File: config.mk
export PLATFORM = sky130hd
export DESIGN_NAME = thermo_cfg_map
export DESIGN_NICKNAME = d
export VERILOG_FILES = /design/src/result_store.v /design/src/settings_decode.v /design/src/thermo_cfg_map.v
export VERILOG_INCLUDE_DIRS = /design/src /design/src/src
export SDC_FILE = /design/constraint.sdc
export NUM_CORES = 1
export LEC_CHECK = 0
export ABC_CLOCK_PERIOD_IN_PS = 2940
export BUFFER_PORTS_ARGS = -buffer_cell sky130_fd_sc_hd__buf_4
export CORE_MARGIN = 2
export CORE_UTILIZATION = 55
export CTS_BUF_LIST = sky130_fd_sc_hd__clkbuf_16
export CTS_CLUSTER_SIZE = 20
export DETAILED_ROUTE_END_ITERATION = 12
export GPL_TIMING_DRIVEN = 0
export PLACE_DENSITY = 0.82
export SYNTH_ARGS = -nofsm -noshare
export SYNTH_HDL_FRONTEND = slang
export SYNTH_HIERARCHICAL = 1
export SYNTH_SLANG_ARGS = --single-unit
File: constraint.sdc
create_clock -name mclk_i -period 2.94 [get_ports mclk_i]
set_input_delay 0.294 -clock mclk_i [delete_from_list [all_inputs] [get_ports mclk_i]]
set_output_delay 0.294 -clock mclk_i [all_outputs]
set_load 0.02 [all_outputs]
File: src/thermo_cfg_defines.vh
`ifndef THERMO_CFG_DEFINES_VH
`define THERMO_CFG_DEFINES_VH

// ----------------------------------------------------------------
// Memory map
// ----------------------------------------------------------------
`define SPACE_RAM 1'b0
`define SPACE_NV 1'b1
`define ADDR_W 5
`define NV_ADDR_SETTINGS 5'h05
`define RAM_ADDR_AMBIENT 5'h06
`define RAM_ADDR_OBJ_ONE 5'h07
`define RAM_ADDR_OBJ_TWO 5'h08
`define RAM_DEPTH 32
`define RAM_W 17
`define CFG_W 16
`define CFG_DEFAULT 16'h0000

// ----------------------------------------------------------------
// Settings word fields
// ----------------------------------------------------------------
`define F_IIR_LO 0
`define F_IIR_HI 2
`define F_AMB_SENSOR 3
`define F_PWM_LO 4
`define F_PWM_HI 5
`define F_DUAL_IR 6
`define F_ALPHA_SIGN 7
`define F_FIR_LO 8
`define F_FIR_HI 10
`define F_GAIN_LO 11
`define F_GAIN_HI 13
`define F_SHOCK_SIGN 15

// ----------------------------------------------------------------
// IIR coefficients as 16-bit fractions of one
// ----------------------------------------------------------------
`define IIR_HALF 16'h8000
`define IIR_4_7 16'h9249
`define IIR_3_7 16'h6db7
`define IIR_2_3 16'haaab
`define IIR_1_3 16'h5555
`define IIR_4_5 16'hcccd
`define IIR_1_5 16'h3333
`define IIR_ONE 16'hffff
`define IIR_ZERO 16'h0000

// ----------------------------------------------------------------
// Pulse-width item codes, FIR base, gain table (gain times two)
// ----------------------------------------------------------------
`define ITEM_AMBIENT 2'h0
`define ITEM_IR_ONE 2'h1
`define ITEM_IR_TWO 2'h2
`define ITEM_NONE 2'h3
`define FIR_LOG2_BASE 4'h3
`define GAIN_X2_1 8'h02
`define GAIN_X2_3 8'h06
`define GAIN_X2_6 8'h0c
`define GAIN_X2_12P5 8'h19
`define GAIN_X2_25 8'h32
`define GAIN_X2_50 8'h64
`define GAIN_X2_100 8'hc8

`endif

File: src/result_store.v
`timescale 1ns/100ps
`include "thermo_cfg_defines.vh"

// Result memory, written only by the measurement side
module result_store (
    input wire mclk_i,
    input wire meas_we_i,
    input wire [`ADDR_W-1:0] meas_addr_i,
    input wire [`RAM_W-1:0] meas_data_i,
    input wire [`ADDR_W-1:0] rd_addr_i,
    output wire [`RAM_W-1:0] rd_data_o
);
    reg [`RAM_W-1:0] mem [0:`RAM_DEPTH-1];

    // Only the arithmetic side has a write port; the host path cannot reach it
    always @(posedge mclk_i) begin
        if (meas_we_i) begin
            mem[meas_addr_i] <= meas_data_i;
        end
    end

    // Asynchronous read, registered by the caller
    assign rd_data_o = mem[rd_addr_i];
endmodule

File: src/settings_decode.v
`timescale 1ns/100ps
`include "thermo_cfg_defines.vh"

// Combinational decode of the settings word into working values
module settings_decode (
    input wire [`CFG_W-1:0] cfg_i,
    output reg [15:0] iir_a1_o,
    output reg [15:0] iir_b1_o,
    output wire iir_bypass_o,
    output reg [1:0] item1_o,
    output reg [1:0] item2_o,
    output wire [3:0] fir_log2_o,
    output reg [7:0] gain_x2_o,
    output wire preamp_bypass_o
);
    wire [2:0] iir_code = cfg_i[`F_IIR_HI:`F_IIR_LO];
    wire [2:0] gain_code = cfg_i[`F_GAIN_HI:`F_GAIN_LO];

    always @* begin
        case (iir_code)
            3'h7: begin
                iir_a1_o = `IIR_4_7;
                iir_b1_o = `IIR_3_7;
            end
            3'h6: begin
                iir_a1_o = `IIR_2_3;
                iir_b1_o = `IIR_1_3;
            end
            3'h5: begin
                iir_a1_o = `IIR_4_5;
                iir_b1_o = `IIR_1_5;
            end
            3'h4: begin
                iir_a1_o = `IIR_ONE;
                iir_b1_o = `IIR_ZERO;
            end
            default: begin
                iir_a1_o = `IIR_HALF;
                iir_b1_o = `IIR_HALF;
            end
        endcase
    end
    assign iir_bypass_o = (iir_code == 3'h4);

    always @* begin
        case (cfg_i[`F_PWM_HI:`F_PWM_LO])
            2'h0: begin
                item1_o = `ITEM_AMBIENT;
                item2_o = `ITEM_IR_ONE;
            end
            2'h1: begin
                item1_o = `ITEM_AMBIENT;
                item2_o = `ITEM_IR_TWO;
            end
            2'h3: begin
                item1_o = `ITEM_IR_ONE;
                item2_o = `ITEM_IR_TWO;
            end
            default: begin
                item1_o = `ITEM_IR_TWO;
                item2_o = `ITEM_NONE;
            end
        endcase
    end

    // FIR length is two to the (code plus three)
    assign fir_log2_o = `FIR_LOG2_BASE + {1'b0, cfg_i[`F_FIR_HI:`F_FIR_LO]};

    // Amplifier gain table, top two codes both give 100
    always @* begin
        case (gain_code)
            3'h0: gain_x2_o = `GAIN_X2_1;
            3'h1: gain_x2_o = `GAIN_X2_3;
            3'h2: gain_x2_o = `GAIN_X2_6;
            3'h3: gain_x2_o = `GAIN_X2_12P5;
            3'h4: gain_x2_o = `GAIN_X2_25;
            3'h5: gain_x2_o = `GAIN_X2_50;
            default: gain_x2_o = `GAIN_X2_100;
        endcase
    end
    assign preamp_bypass_o = (gain_code == 3'h0);
endmodule

File: src/thermo_cfg_map.v
`timescale 1ns/100ps
`include "thermo_cfg_defines.vh"

module thermo_cfg_map (
    input wire mclk_i,
    input wire arst_n_i,
    // Word access from the serial protocol engine
    input wire acc_req_i,
    input wire acc_space_i,
    input wire acc_write_i,
    input wire [`ADDR_W-1:0] acc_addr_i,
    input wire [`CFG_W-1:0] acc_wdata_i,
    output reg acc_ack_o,
    output reg acc_refused_o,
    output reg [`RAM_W-1:0] acc_rdata_o,
    // Stored settings word brought in from the non-volatile array
    input wire nv_load_i,
    input wire [`CFG_W-1:0] nv_settings_i,
    output reg nv_store_o,
    output reg [`CFG_W-1:0] settings_o,
    // Result writes from the temperature arithmetic
    input wire meas_we_i,
    input wire [`ADDR_W-1:0] meas_addr_i,
    input wire [`RAM_W-1:0] meas_data_i,
    // Decoded settings
    output reg [15:0] iir_a1_o,
    output reg [15:0] iir_b1_o,
    output reg iir_bypass_o,
    output reg amb_ptc_sel_o,
    output reg [1:0] pwm_item1_o,
    output reg [1:0] pwm_item2_o,
    output reg pwm_item2_valid_o,
    output reg dual_ir_o,
    output reg alpha_slope_sign_o,
    output reg [3:0] fir_log2_o,
    output reg [10:0] fir_len_o,
    output reg [7:0] gain_x2_o,
    output reg preamp_bypass_o,
    output reg shock_negative_o,
    // Result mirrors for the pulse-width side
    output reg [`RAM_W-1:0] ambient_temperature_o,
    output reg [`RAM_W-1:0] obj_temp_one_o,
    output reg [`RAM_W-1:0] obj_temp_two_o,
    output reg obj_two_active_o
);

    // ------------------------------------------------------------
    // Helpers
    // ------------------------------------------------------------

    // Address compare shared by the access and mirror paths
    function addr_is;
        input [`ADDR_W-1:0] a;
        input [`ADDR_W-1:0] b;
        begin
            addr_is = (a == b);
        end
    endfunction

    // FIR length from its log2, kept to eleven bits
    function [10:0] pow2_len;
        input [3:0] sh;
        begin
            pow2_len = 11'h001 << sh;
        end
    endfunction

    // ------------------------------------------------------------
    // Settings word
    // ------------------------------------------------------------

    reg [`CFG_W-1:0] settings_r;
    reg [`CFG_W-1:0] settings_nxt;
    wire host_wr_settings;
    wire host_wr_ram;
    wire host_wr_other;

    assign host_wr_settings = acc_req_i & acc_write_i & (acc_space_i == `SPACE_NV) &
                              addr_is(acc_addr_i, `NV_ADDR_SETTINGS);
    assign host_wr_ram = acc_req_i & acc_write_i & (acc_space_i == `SPACE_RAM);
    assign host_wr_other = acc_req_i & acc_write_i & (acc_space_i == `SPACE_NV) &
                           ~addr_is(acc_addr_i, `NV_ADDR_SETTINGS);

    // Host write wins over a load from the array in the same cycle
    always @* begin
        settings_nxt = settings_r;
        if (nv_load_i) begin
            settings_nxt = nv_settings_i;
        end
        if (host_wr_settings) begin
            settings_nxt = acc_wdata_i;
        end
    end

    // Calibration bits are not guarded; the host must keep them intact
    always @(posedge mclk_i or negedge arst_n_i) begin
        if (!arst_n_i) begin
            settings_r <= `CFG_DEFAULT;
        end else begin
            settings_r <= settings_nxt;
        end
    end

    // ------------------------------------------------------------
    // Decode
    // ------------------------------------------------------------

    wire [15:0] dec_a1;
    wire [15:0] dec_b1;
    wire dec_bypass;
    wire [1:0] dec_item1;
    wire [1:0] dec_item2;
    wire [3:0] dec_fir_log2;
    wire [7:0] dec_gain_x2;
    wire dec_preamp_bypass;

    // Bit 14 goes to the decoder with the whole word, but no decoded field uses it
    settings_decode u_decode (
        .cfg_i(settings_r),
        .iir_a1_o(dec_a1),
        .iir_b1_o(dec_b1),
        .iir_bypass_o(dec_bypass),
        .item1_o(dec_item1),
        .item2_o(dec_item2),
        .fir_log2_o(dec_fir_log2),
        .gain_x2_o(dec_gain_x2),
        .preamp_bypass_o(dec_preamp_bypass)
    );

    // Registered decode: one cycle behind the settings word, glitch free
    always @(posedge mclk_i or negedge arst_n_i) begin
        if (!arst_n_i) begin
            iir_a1_o <= `IIR_HALF;
            iir_b1_o <= `IIR_HALF;
            iir_bypass_o <= 1'b0;
            amb_ptc_sel_o <= 1'b0;
            pwm_item1_o <= `ITEM_AMBIENT;
            pwm_item2_o <= `ITEM_IR_ONE;
            pwm_item2_valid_o <= 1'b1;
            dual_ir_o <= 1'b0;
            alpha_slope_sign_o <= 1'b0;
            fir_log2_o <= `FIR_LOG2_BASE;
            fir_len_o <= 11'h008;
            gain_x2_o <= `GAIN_X2_1;
            preamp_bypass_o <= 1'b1;
            shock_negative_o <= 1'b0;
        end else begin
            iir_a1_o <= dec_a1;
            iir_b1_o <= dec_b1;
            iir_bypass_o <= dec_bypass;
            amb_ptc_sel_o <= settings_r[`F_AMB_SENSOR];
            pwm_item1_o <= dec_item1;
            pwm_item2_o <= dec_item2;
            pwm_item2_valid_o <= (dec_item2 != `ITEM_NONE);
            dual_ir_o <= settings_r[`F_DUAL_IR];
            alpha_slope_sign_o <= settings_r[`F_ALPHA_SIGN];
            fir_log2_o <= dec_fir_log2;
            fir_len_o <= pow2_len(dec_fir_log2);
            gain_x2_o <= dec_gain_x2;
            preamp_bypass_o <= dec_preamp_bypass;
            shock_negative_o <= settings_r[`F_SHOCK_SIGN];
        end
    end

    // ------------------------------------------------------------
    // Result memory
    // ------------------------------------------------------------

    wire [`RAM_W-1:0] ram_rd_data;

    // 32 by 17 store, host has read access only
    result_store u_results (
        .mclk_i(mclk_i),
        .meas_we_i(meas_we_i),
        .meas_addr_i(meas_addr_i),
        .meas_data_i(meas_data_i),
        .rd_addr_i(acc_addr_i),
        .rd_data_o(ram_rd_data)
    );

    // Mirrors track the arithmetic writes so the output side needs no read port
    always @(posedge mclk_i or negedge arst_n_i) begin
        if (!arst_n_i) begin
            ambient_temperature_o <= {`RAM_W{1'b0}};
            obj_temp_one_o <= {`RAM_W{1'b0}};
            obj_temp_two_o <= {`RAM_W{1'b0}};
            obj_two_active_o <= 1'b0;
        end else begin
            if (meas_we_i && addr_is(meas_addr_i, `RAM_ADDR_AMBIENT)) begin
                ambient_temperature_o <= meas_data_i;
            end
            if (meas_we_i && addr_is(meas_addr_i, `RAM_ADDR_OBJ_ONE)) begin
                obj_temp_one_o <= meas_data_i;
            end
            if (meas_we_i && addr_is(meas_addr_i, `RAM_ADDR_OBJ_TWO)) begin
                obj_temp_two_o <= meas_data_i;
            end
            // second object result only counts with two sensors
            obj_two_active_o <= settings_r[`F_DUAL_IR];
        end
    end

    // ------------------------------------------------------------
    // Access answer
    // ------------------------------------------------------------

    reg [`RAM_W-1:0] rdata_nxt;

    // Read mux: result memory word, or the settings word zero extended
    always @* begin
        rdata_nxt = {`RAM_W{1'b0}};
        if (acc_space_i == `SPACE_RAM) begin
            rdata_nxt = ram_rd_data;
        end else if (addr_is(acc_addr_i, `NV_ADDR_SETTINGS)) begin
            // bit 14 reads back as stored
            rdata_nxt = {1'b0, settings_r};
        end
    end

    // One-cycle answer; read data is held until the next read request
    always @(posedge mclk_i or negedge arst_n_i) begin
        if (!arst_n_i) begin
            acc_ack_o <= 1'b0;
            acc_refused_o <= 1'b0;
            acc_rdata_o <= {`RAM_W{1'b0}};
            nv_store_o <= 1'b0;
            settings_o <= `CFG_DEFAULT;
        end else begin
            acc_ack_o <= acc_req_i;
            // result writes and writes to other non-volatile words are dropped and flagged
            acc_refused_o <= host_wr_ram | host_wr_other;
            if (acc_req_i && !acc_write_i) begin
                acc_rdata_o <= rdata_nxt;
            end
            // Ask the array to commit a new settings word
            nv_store_o <= host_wr_settings;
            settings_o <= settings_nxt;
        end
    end

endmodule

Word level (Yosys, flattened, before mapping)
Memories as Yosys holds them, arrays and structs flattened.
Cells that the tools add are included.
W data, S select, Z words.
- flip-flop bits (word level): 153
- bits in writable memories: 544
- input port bits: 66
- output and inout bits: 154
- memories: 1
- add/sub/neg operators: 1
- equal/unequal tests: 16
- shift-type cells: 1
- multiplexer cells: 11
- bitwise logic cells: 8
- reduce and logical (&&, ||, !) cells: 10
- memory list (memory ; depth ; width ; read ports ; clocked after memory_dff ; write ports ; RTL line ; RTL):
    u_results.mem ; 32 ; 17 ; 1 ; 0 ; 1 ; result_store.v:13 ; reg [`RAM_W-1:0] mem [0:`RAM_DEPTH-1];
- operators with widths (kind ; count):
    $pmux W16 S4 ; 1
    $pmux W15 S4 ; 1
    $mux W16 ; 3
    $pmux W8 S6 ; 1
    $eq A3 B3 Y1 const B ; 6
    $mux W17 ; 1
    $eq A5 B3 Y1 const B ; 3
    $shl A1 B4 Y11 const A ; 1
    $pmux W2 S2 ; 2
    $eq A3 B2 Y1 const B ; 2
    $and A1 B1 Y1 ; 5
    $eq A5 B4 Y1 const B ; 1
    $add A2 B3 Y4 const A ; 1
    $logic_and A1 B1 Y1 ; 4
    $reduce_or A2 Y1 ; 2
    $eq A3 B1 Y1 const B ; 1
    $logic_not A3 Y1 ; 1
    $eq A2 B1 Y1 const B ; 1
    $eq A2 B2 Y1 const B ; 1
    $logic_not A2 Y1 ; 1
    $mux W1 ; 2
    $ne A2 B2 Y1 const B ; 1
    $not A1 Y1 ; 2
    $reduce_bool A2 Y1 ; 1
    2 further kinds ; 2

Longest topological paths before layout
- word-level depth: 4
- mapped depth: 9
- mapped depth without buffers: 7

Modules after synthesis
The synthesis kept the hierarchy.
- by module, submodules not included (module ; instances ; cells an instance ; area an instance (um^2) ; seq. area each (um^2)):
    result_store ; 1 ; 1195 ; 21396.8 ; 16335.7
    thermo_cfg_map ; 1 ; 333 ; 5416.4 ; 3839.9
    settings_decode ; 1 ; 61 ; 374.1 ; 0.0

Worst setup path after synthesis
Ideal clock, no wire load.
- path kind: in2reg
- from: in meas_addr_i[1]
- to: mem u_results/mem[12][0] in the netlist's numbering, enable pin
- library setup time: 0.390 ns
- data arrival time: 1.687 ns
- required time: 2.550 ns
- path slack: 0.863 ns
- stages: 3
- cells stage by stage: or3b_2 > clkbuf_1 > nor2_1
- RTL lines (what ; RTL line ; RTL):
    start, declared ; thermo_cfg_map.v:23 ; input wire [`ADDR_W-1:0] meas_addr_i,
    end, declared ; result_store.v:13 ;
Straight into the memory's write port.

Final worst setup path
- from: in acc_addr_i[2]
- to: reg acc_rdata_o[12]
- elaborated cells between the ends (all ways): 4
- RTL lines (what ; RTL line ; RTL):
    start, declared ; thermo_cfg_map.v:11 ; input wire [`ADDR_W-1:0] acc_addr_i,
    $mem_v2 Z32 W17 ; n/a ;
    named net ram_rd_data[12] ; thermo_cfg_map.v:169 ; wire [`RAM_W-1:0] ram_rd_data;
    $mux W17 ; thermo_cfg_map.v:212 ; if (acc_space_i == `SPACE_RAM) begin
    end signal, assigned ; thermo_cfg_map.v:225 ; acc_rdata_o <= {`RAM_W{1'b0}};
    end signal, assigned ; thermo_cfg_map.v:233 ; acc_rdata_o <= rdata_nxt;
    end, declared ; thermo_cfg_map.v:15 ; output reg [`RAM_W-1:0] acc_rdata_o,
The timed path passes the listed nets, and every way through them passes these cells.
A chain may end at the register's enable or synchronous reset.

==> results.txt <==
The flow ran to the end, and the final reports show no timing, DRC or antenna violations. The clock slew seen by the registers of the worst setup and hold paths was 0.06 ns. The most instantiated library cell after synthesis was sky130_fd_sc_hd__edfxtp_1.

By area the synthesized netlist is led by sky130_fd_sc_hd__edfxtp_1, sky130_fd_sc_hd__dfrtp_1, sky130_fd_sc_hd__mux2i_1. The average cell area after synthesis was 17.1 sq um. The number of antenna violations at the first check in global routing is 0.

Routability-driven placement finished with a final weighted congestion of 0.876. The number of CTS-inserted buffers is 70, and the required arrival time at the worst endpoint is 3.41 ns. The first global-routing pass estimated 97.5 mm of wire. The run gives 1979 as the number of nets in the layout.

The logs give 51200 sq um for the die area and 6 for the count of warnings emitted by yosys. Max-cap violations in this run came to 0. Final clock skew: 0.0256 ns. The average wire per standard cell came out at 25.3 um. For the count of instances resized after the clock tree is built, the log shows 0.

The launch point of the critical path was acc_addr_i[2]. STA classifies the critical path endpoint as a flip-flop. For the remaining routing DRC violations, the log shows 0. The end of the worst hold path was settings_o[7]$_DFFE_PN0P_. The count of cells along the worst register-to-register path is 6. For this run, the total global-route usage over all layers was measured as 26.1%. The worst hold path passes through 3 cells. The max-slew violation total from the final report came out at 0. The post-synthesis cell count is 1589. The number of hold-slack violations in the final timing report is 0. Type of origin of the critical path: an input pin. The clock net in this run drives a total of 697 sinks. The path type of the worst setup path is input pin to flip-flop. On the final layout, the worst hold slack is 0.0531 ns.

The maximum vdd drop is 0.000573 V. The data arrival at the endpoint of the critical path is 2.60 ns, and the synthesis-to-finish area growth is 19.0%. In the detailed route, the total length drawn on met2 is 31.8 mm.

At the pin with the least slew margin, the transition time is 1.06 ns. In this run the worst path has a maximum fanout of 10. Signal routing reaches up to met4. The sum of routed wire length over all layers was 66.6 mm. Once detail routing completed, the nets flagged for antenna violations numbered 0.

The tools report the number of placed I/O pins as 220. The tools report the leakage power figure as 12.5 nW. The total met3 wirelength after detailed routing came out at 6.54 mm. Horizontal extent of the die: 226 um. By count the netlist is led by sky130_fd_sc_hd__edfxtp_1, sky130_fd_sc_hd__mux2i_1, sky130_fd_sc_hd__dfrtp_1.

Summed over its instances, the top area cell type makes up 60.1% of the synthesized netlist area. The worst min-delay path class is input pin to flip-flop. Setup violations remaining at the end of the flow were counted as 0.

Clock latency on the worst-skew pair, taken at its later pin, is 0.60 ns. Walking the worst path, the cells encountered are buf_4, nor2b_1, buf_2, clkbuf_1, a22oi_1, a31oi_1, nand3_1, a32oi_1, a21oi_1. Fill cells in the final layout number 3186.

The core region area is 48800 sq um. TritonCTS built the clock tree. After routing, the total negative slack on setup checks comes to 0 ns. The clock tree synthesis step divided the H-tree into 3 levels. The height of the die works out to 226 um. After detailed routing, the wire length on met1 is 24.7 mm. The reg2reg setup slack came out at 1.02 ns.

Counting every net in the synthesized netlist gives 1656. The first detailed-routing pass ran for 6 iterations. After clock tree synthesis, the setup repair step added 0 buffers. The kind of cell with the highest combined delay along the critical path is compound AO/OA/AOI/OAI gates. The clock tree root buffer cell was sky130_fd_sc_hd__clkbuf_16. For this design, the CTS-stage hold fixing added 19 buffers. Registers take 20200 sq um. In the finished design, the share of the clock period the worst path needs comes to 72.7%. The post-synthesis cell type count was 51; the power per cell area was 690 nW/um^2. Summed over all nets, the half-perimeter wirelength after detailed placement is 42.3 mm. The via count of the first global-routing pass was 15900; the shortest clock period the worst path allows after layout was 2.14 ns. The critical path buffer and inverter count came out at 3.

The flip-flop and latch count after synthesis is 697, and the maximum operating frequency is 468 MHz. Slowest stage cell on the critical path: sky130_fd_sc_hd__clkbuf_1. The tools report the worst min-delay path startpoint as nv_settings_i[7]. The run gives 29.5% as the worst slew slack as a fraction of its limit.

The most used flip-flop cell after synthesis is sky130_fd_sc_hd__edfxtp_1. During placement, the flow inserted port buffers numbering 218. Sequential cells were found to cover 74.2% of the synthesized design area.

For this run the aggregate overflow at the end of global routing stands at 0. The starting utilization of the core area is 55.7%. On the worst path, the slowest cell contributes a delay of 0.59 ns. After synthesis the cells add up to 27200 sq um. The average vias per placed instance works out to 6.00. The repair_antennas step left the layout with diodes totalling 0. Setup repair after global routing left no endpoint under its margin.

Leading area contributor after synthesis: sky130_fd_sc_hd__edfxtp_1. The DRC marker count from the first detailed-route iteration is 1565. The run gives 15800 as the total number of vias. In this run, synthesis inferred 544 flip-flops with an integrated enable. Of the cells placed in the final design, the portion with a size suffix greater than 1 is 27.8%.

After synthesis, the share of flip-flops with an asynchronous set or reset is 22.0%. In this run the core area contains 81 standard-cell rows. The multi-input combinational cell area came out at 6270 sq um.

In this run the critical register-to-register path is captured at acc_rdata_o[11]$_DFFE_PN0P_. The largest buffer count on any clock path came out at 3. The run gives 84 as the pin count of the biggest net entering global routing. The startpoint identified for the worst register-to-register timing path is u_results/mem[19][11]$_DFFE_PP_.
metal layers:
layer	up-vias	global-route usage, %
met5	-	0
met1	7843	33.5
met3	182	4.73
met4	0	14.2
li1	6768	-
met2	979	42.7
worst max-delay path by stage:
stage                                endpoint  cells past startpoint
3_5_place_dp      acc_rdata_o[12]$_DFFE_PN0P_                      9
5_1_grt            acc_rdata_o[7]$_DFFE_PN0P_                      9
3_3_place_gp   u_results/mem[0][13]$_DFFE_PP_                      4
6_report          acc_rdata_o[12]$_DFFE_PN0P_                      9
4_1_cts           acc_rdata_o[12]$_DFFE_PN0P_                      9
2_1_floorplan  u_results/mem[12][0]$_DFFE_PP_                      3
cell families (layout without fill, tap and decap cells):
group           after synthesis  count (layout)  share of synthesized area, %
other cells                   2               2                        0.0276
buf+inv                     117             493                          2.97
flops                       697             697                          74.2
simple gates                221             221                          4.08
xor+xnor                      2               2                        0.0644
mux                         356             356                          13.6
compound gates              193             193                          4.99
fa+ha+maj                     1               1                        0.0460
where the power goes:
group | internal [mW] | switching, mW
clock network | 5.12 | 3.62
logic | 0.942 | 1.40
registers | 11.0 | 0.207
total | 17.1 | 5.23
tightest hold or removal path, cell delays in order:
cell,delay [ns]
sky130_fd_sc_hd__buf_4,0.07
sky130_fd_sc_hd__mux2_2,0.13
sky130_fd_sc_hd__mux2_4,0.13
stage by stage:
| stage | cells | total power [mW] | setup WS (ns) | area (sq um) | util, % |
|---|---|---|---|---|---|
| 2_1_floorplan | 1589 | 12.6 | 0.863 | 27200 | - |
| 5_1_grt | 2629 | 23.0 | 0.747 | 32300 | 66.2 |
| 3_5_place_dp | 2485 | 13.7 | 0.267 | 29900 | 61.2 |
| 6_report | 2629 | 22.3 | 0.803 | 32300 | 66.2 |
| 3_3_place_gp | 2471 | 13.6 | 0.0393 | 29700 | 60.7 |
| 4_1_cts | 2629 | 22.4 | 0.910 | 32300 | 66.2 |
layout make-up:
cell class                 count  share of cell area (%)
timing repair buffer         251                    6.16
inverter                       7                  0.0812
clock inverter                52                    1.37
multi-input combinational    775                    19.4
clock buffer                  73                    5.65
sequential                   697                    62.4
buffer                       110                    2.41
tap                          664                    2.57
state kept, by name (all words and copies together), names as in the netlist, 16 cells and up:
name,cells
obj_temp_two_o,17
ambient_temperature_o,17
u_results/mem,544
iir_a1_o,16
acc_rdata_o,17
iir_b1_o,16
settings_o,16
obj_temp_one_o,17
placed cells by master, fill, tap and decap left out, types with 25 or more instances in the layout:
| master | count |
|---|---|
| sky130_fd_sc_hd__buf_4 | 252 |
| sky130_fd_sc_hd__mux2i_1 | 272 |
| sky130_fd_sc_hd__buf_6 | 26 |
| sky130_fd_sc_hd__a22oi_1 | 68 |
| sky130_fd_sc_hd__nor2_2 | 25 |
| sky130_fd_sc_hd__nand3_1 | 36 |
| sky130_fd_sc_hd__clkbuf_16 | 73 |
| sky130_fd_sc_hd__buf_2 | 29 |
| sky130_fd_sc_hd__a22o_1 | 34 |
| sky130_fd_sc_hd__mux2_2 | 75 |
| sky130_fd_sc_hd__nor2_1 | 37 |
| sky130_fd_sc_hd__dfrtp_1 | 144 |
| sky130_fd_sc_hd__nor3_1 | 26 |
| sky130_fd_sc_hd__nand2_1 | 38 |
| sky130_fd_sc_hd__a21oi_1 | 54 |
| sky130_fd_sc_hd__edfxtp_1 | 544 |
No activity file was read; power rests on OpenSTA's default activity.
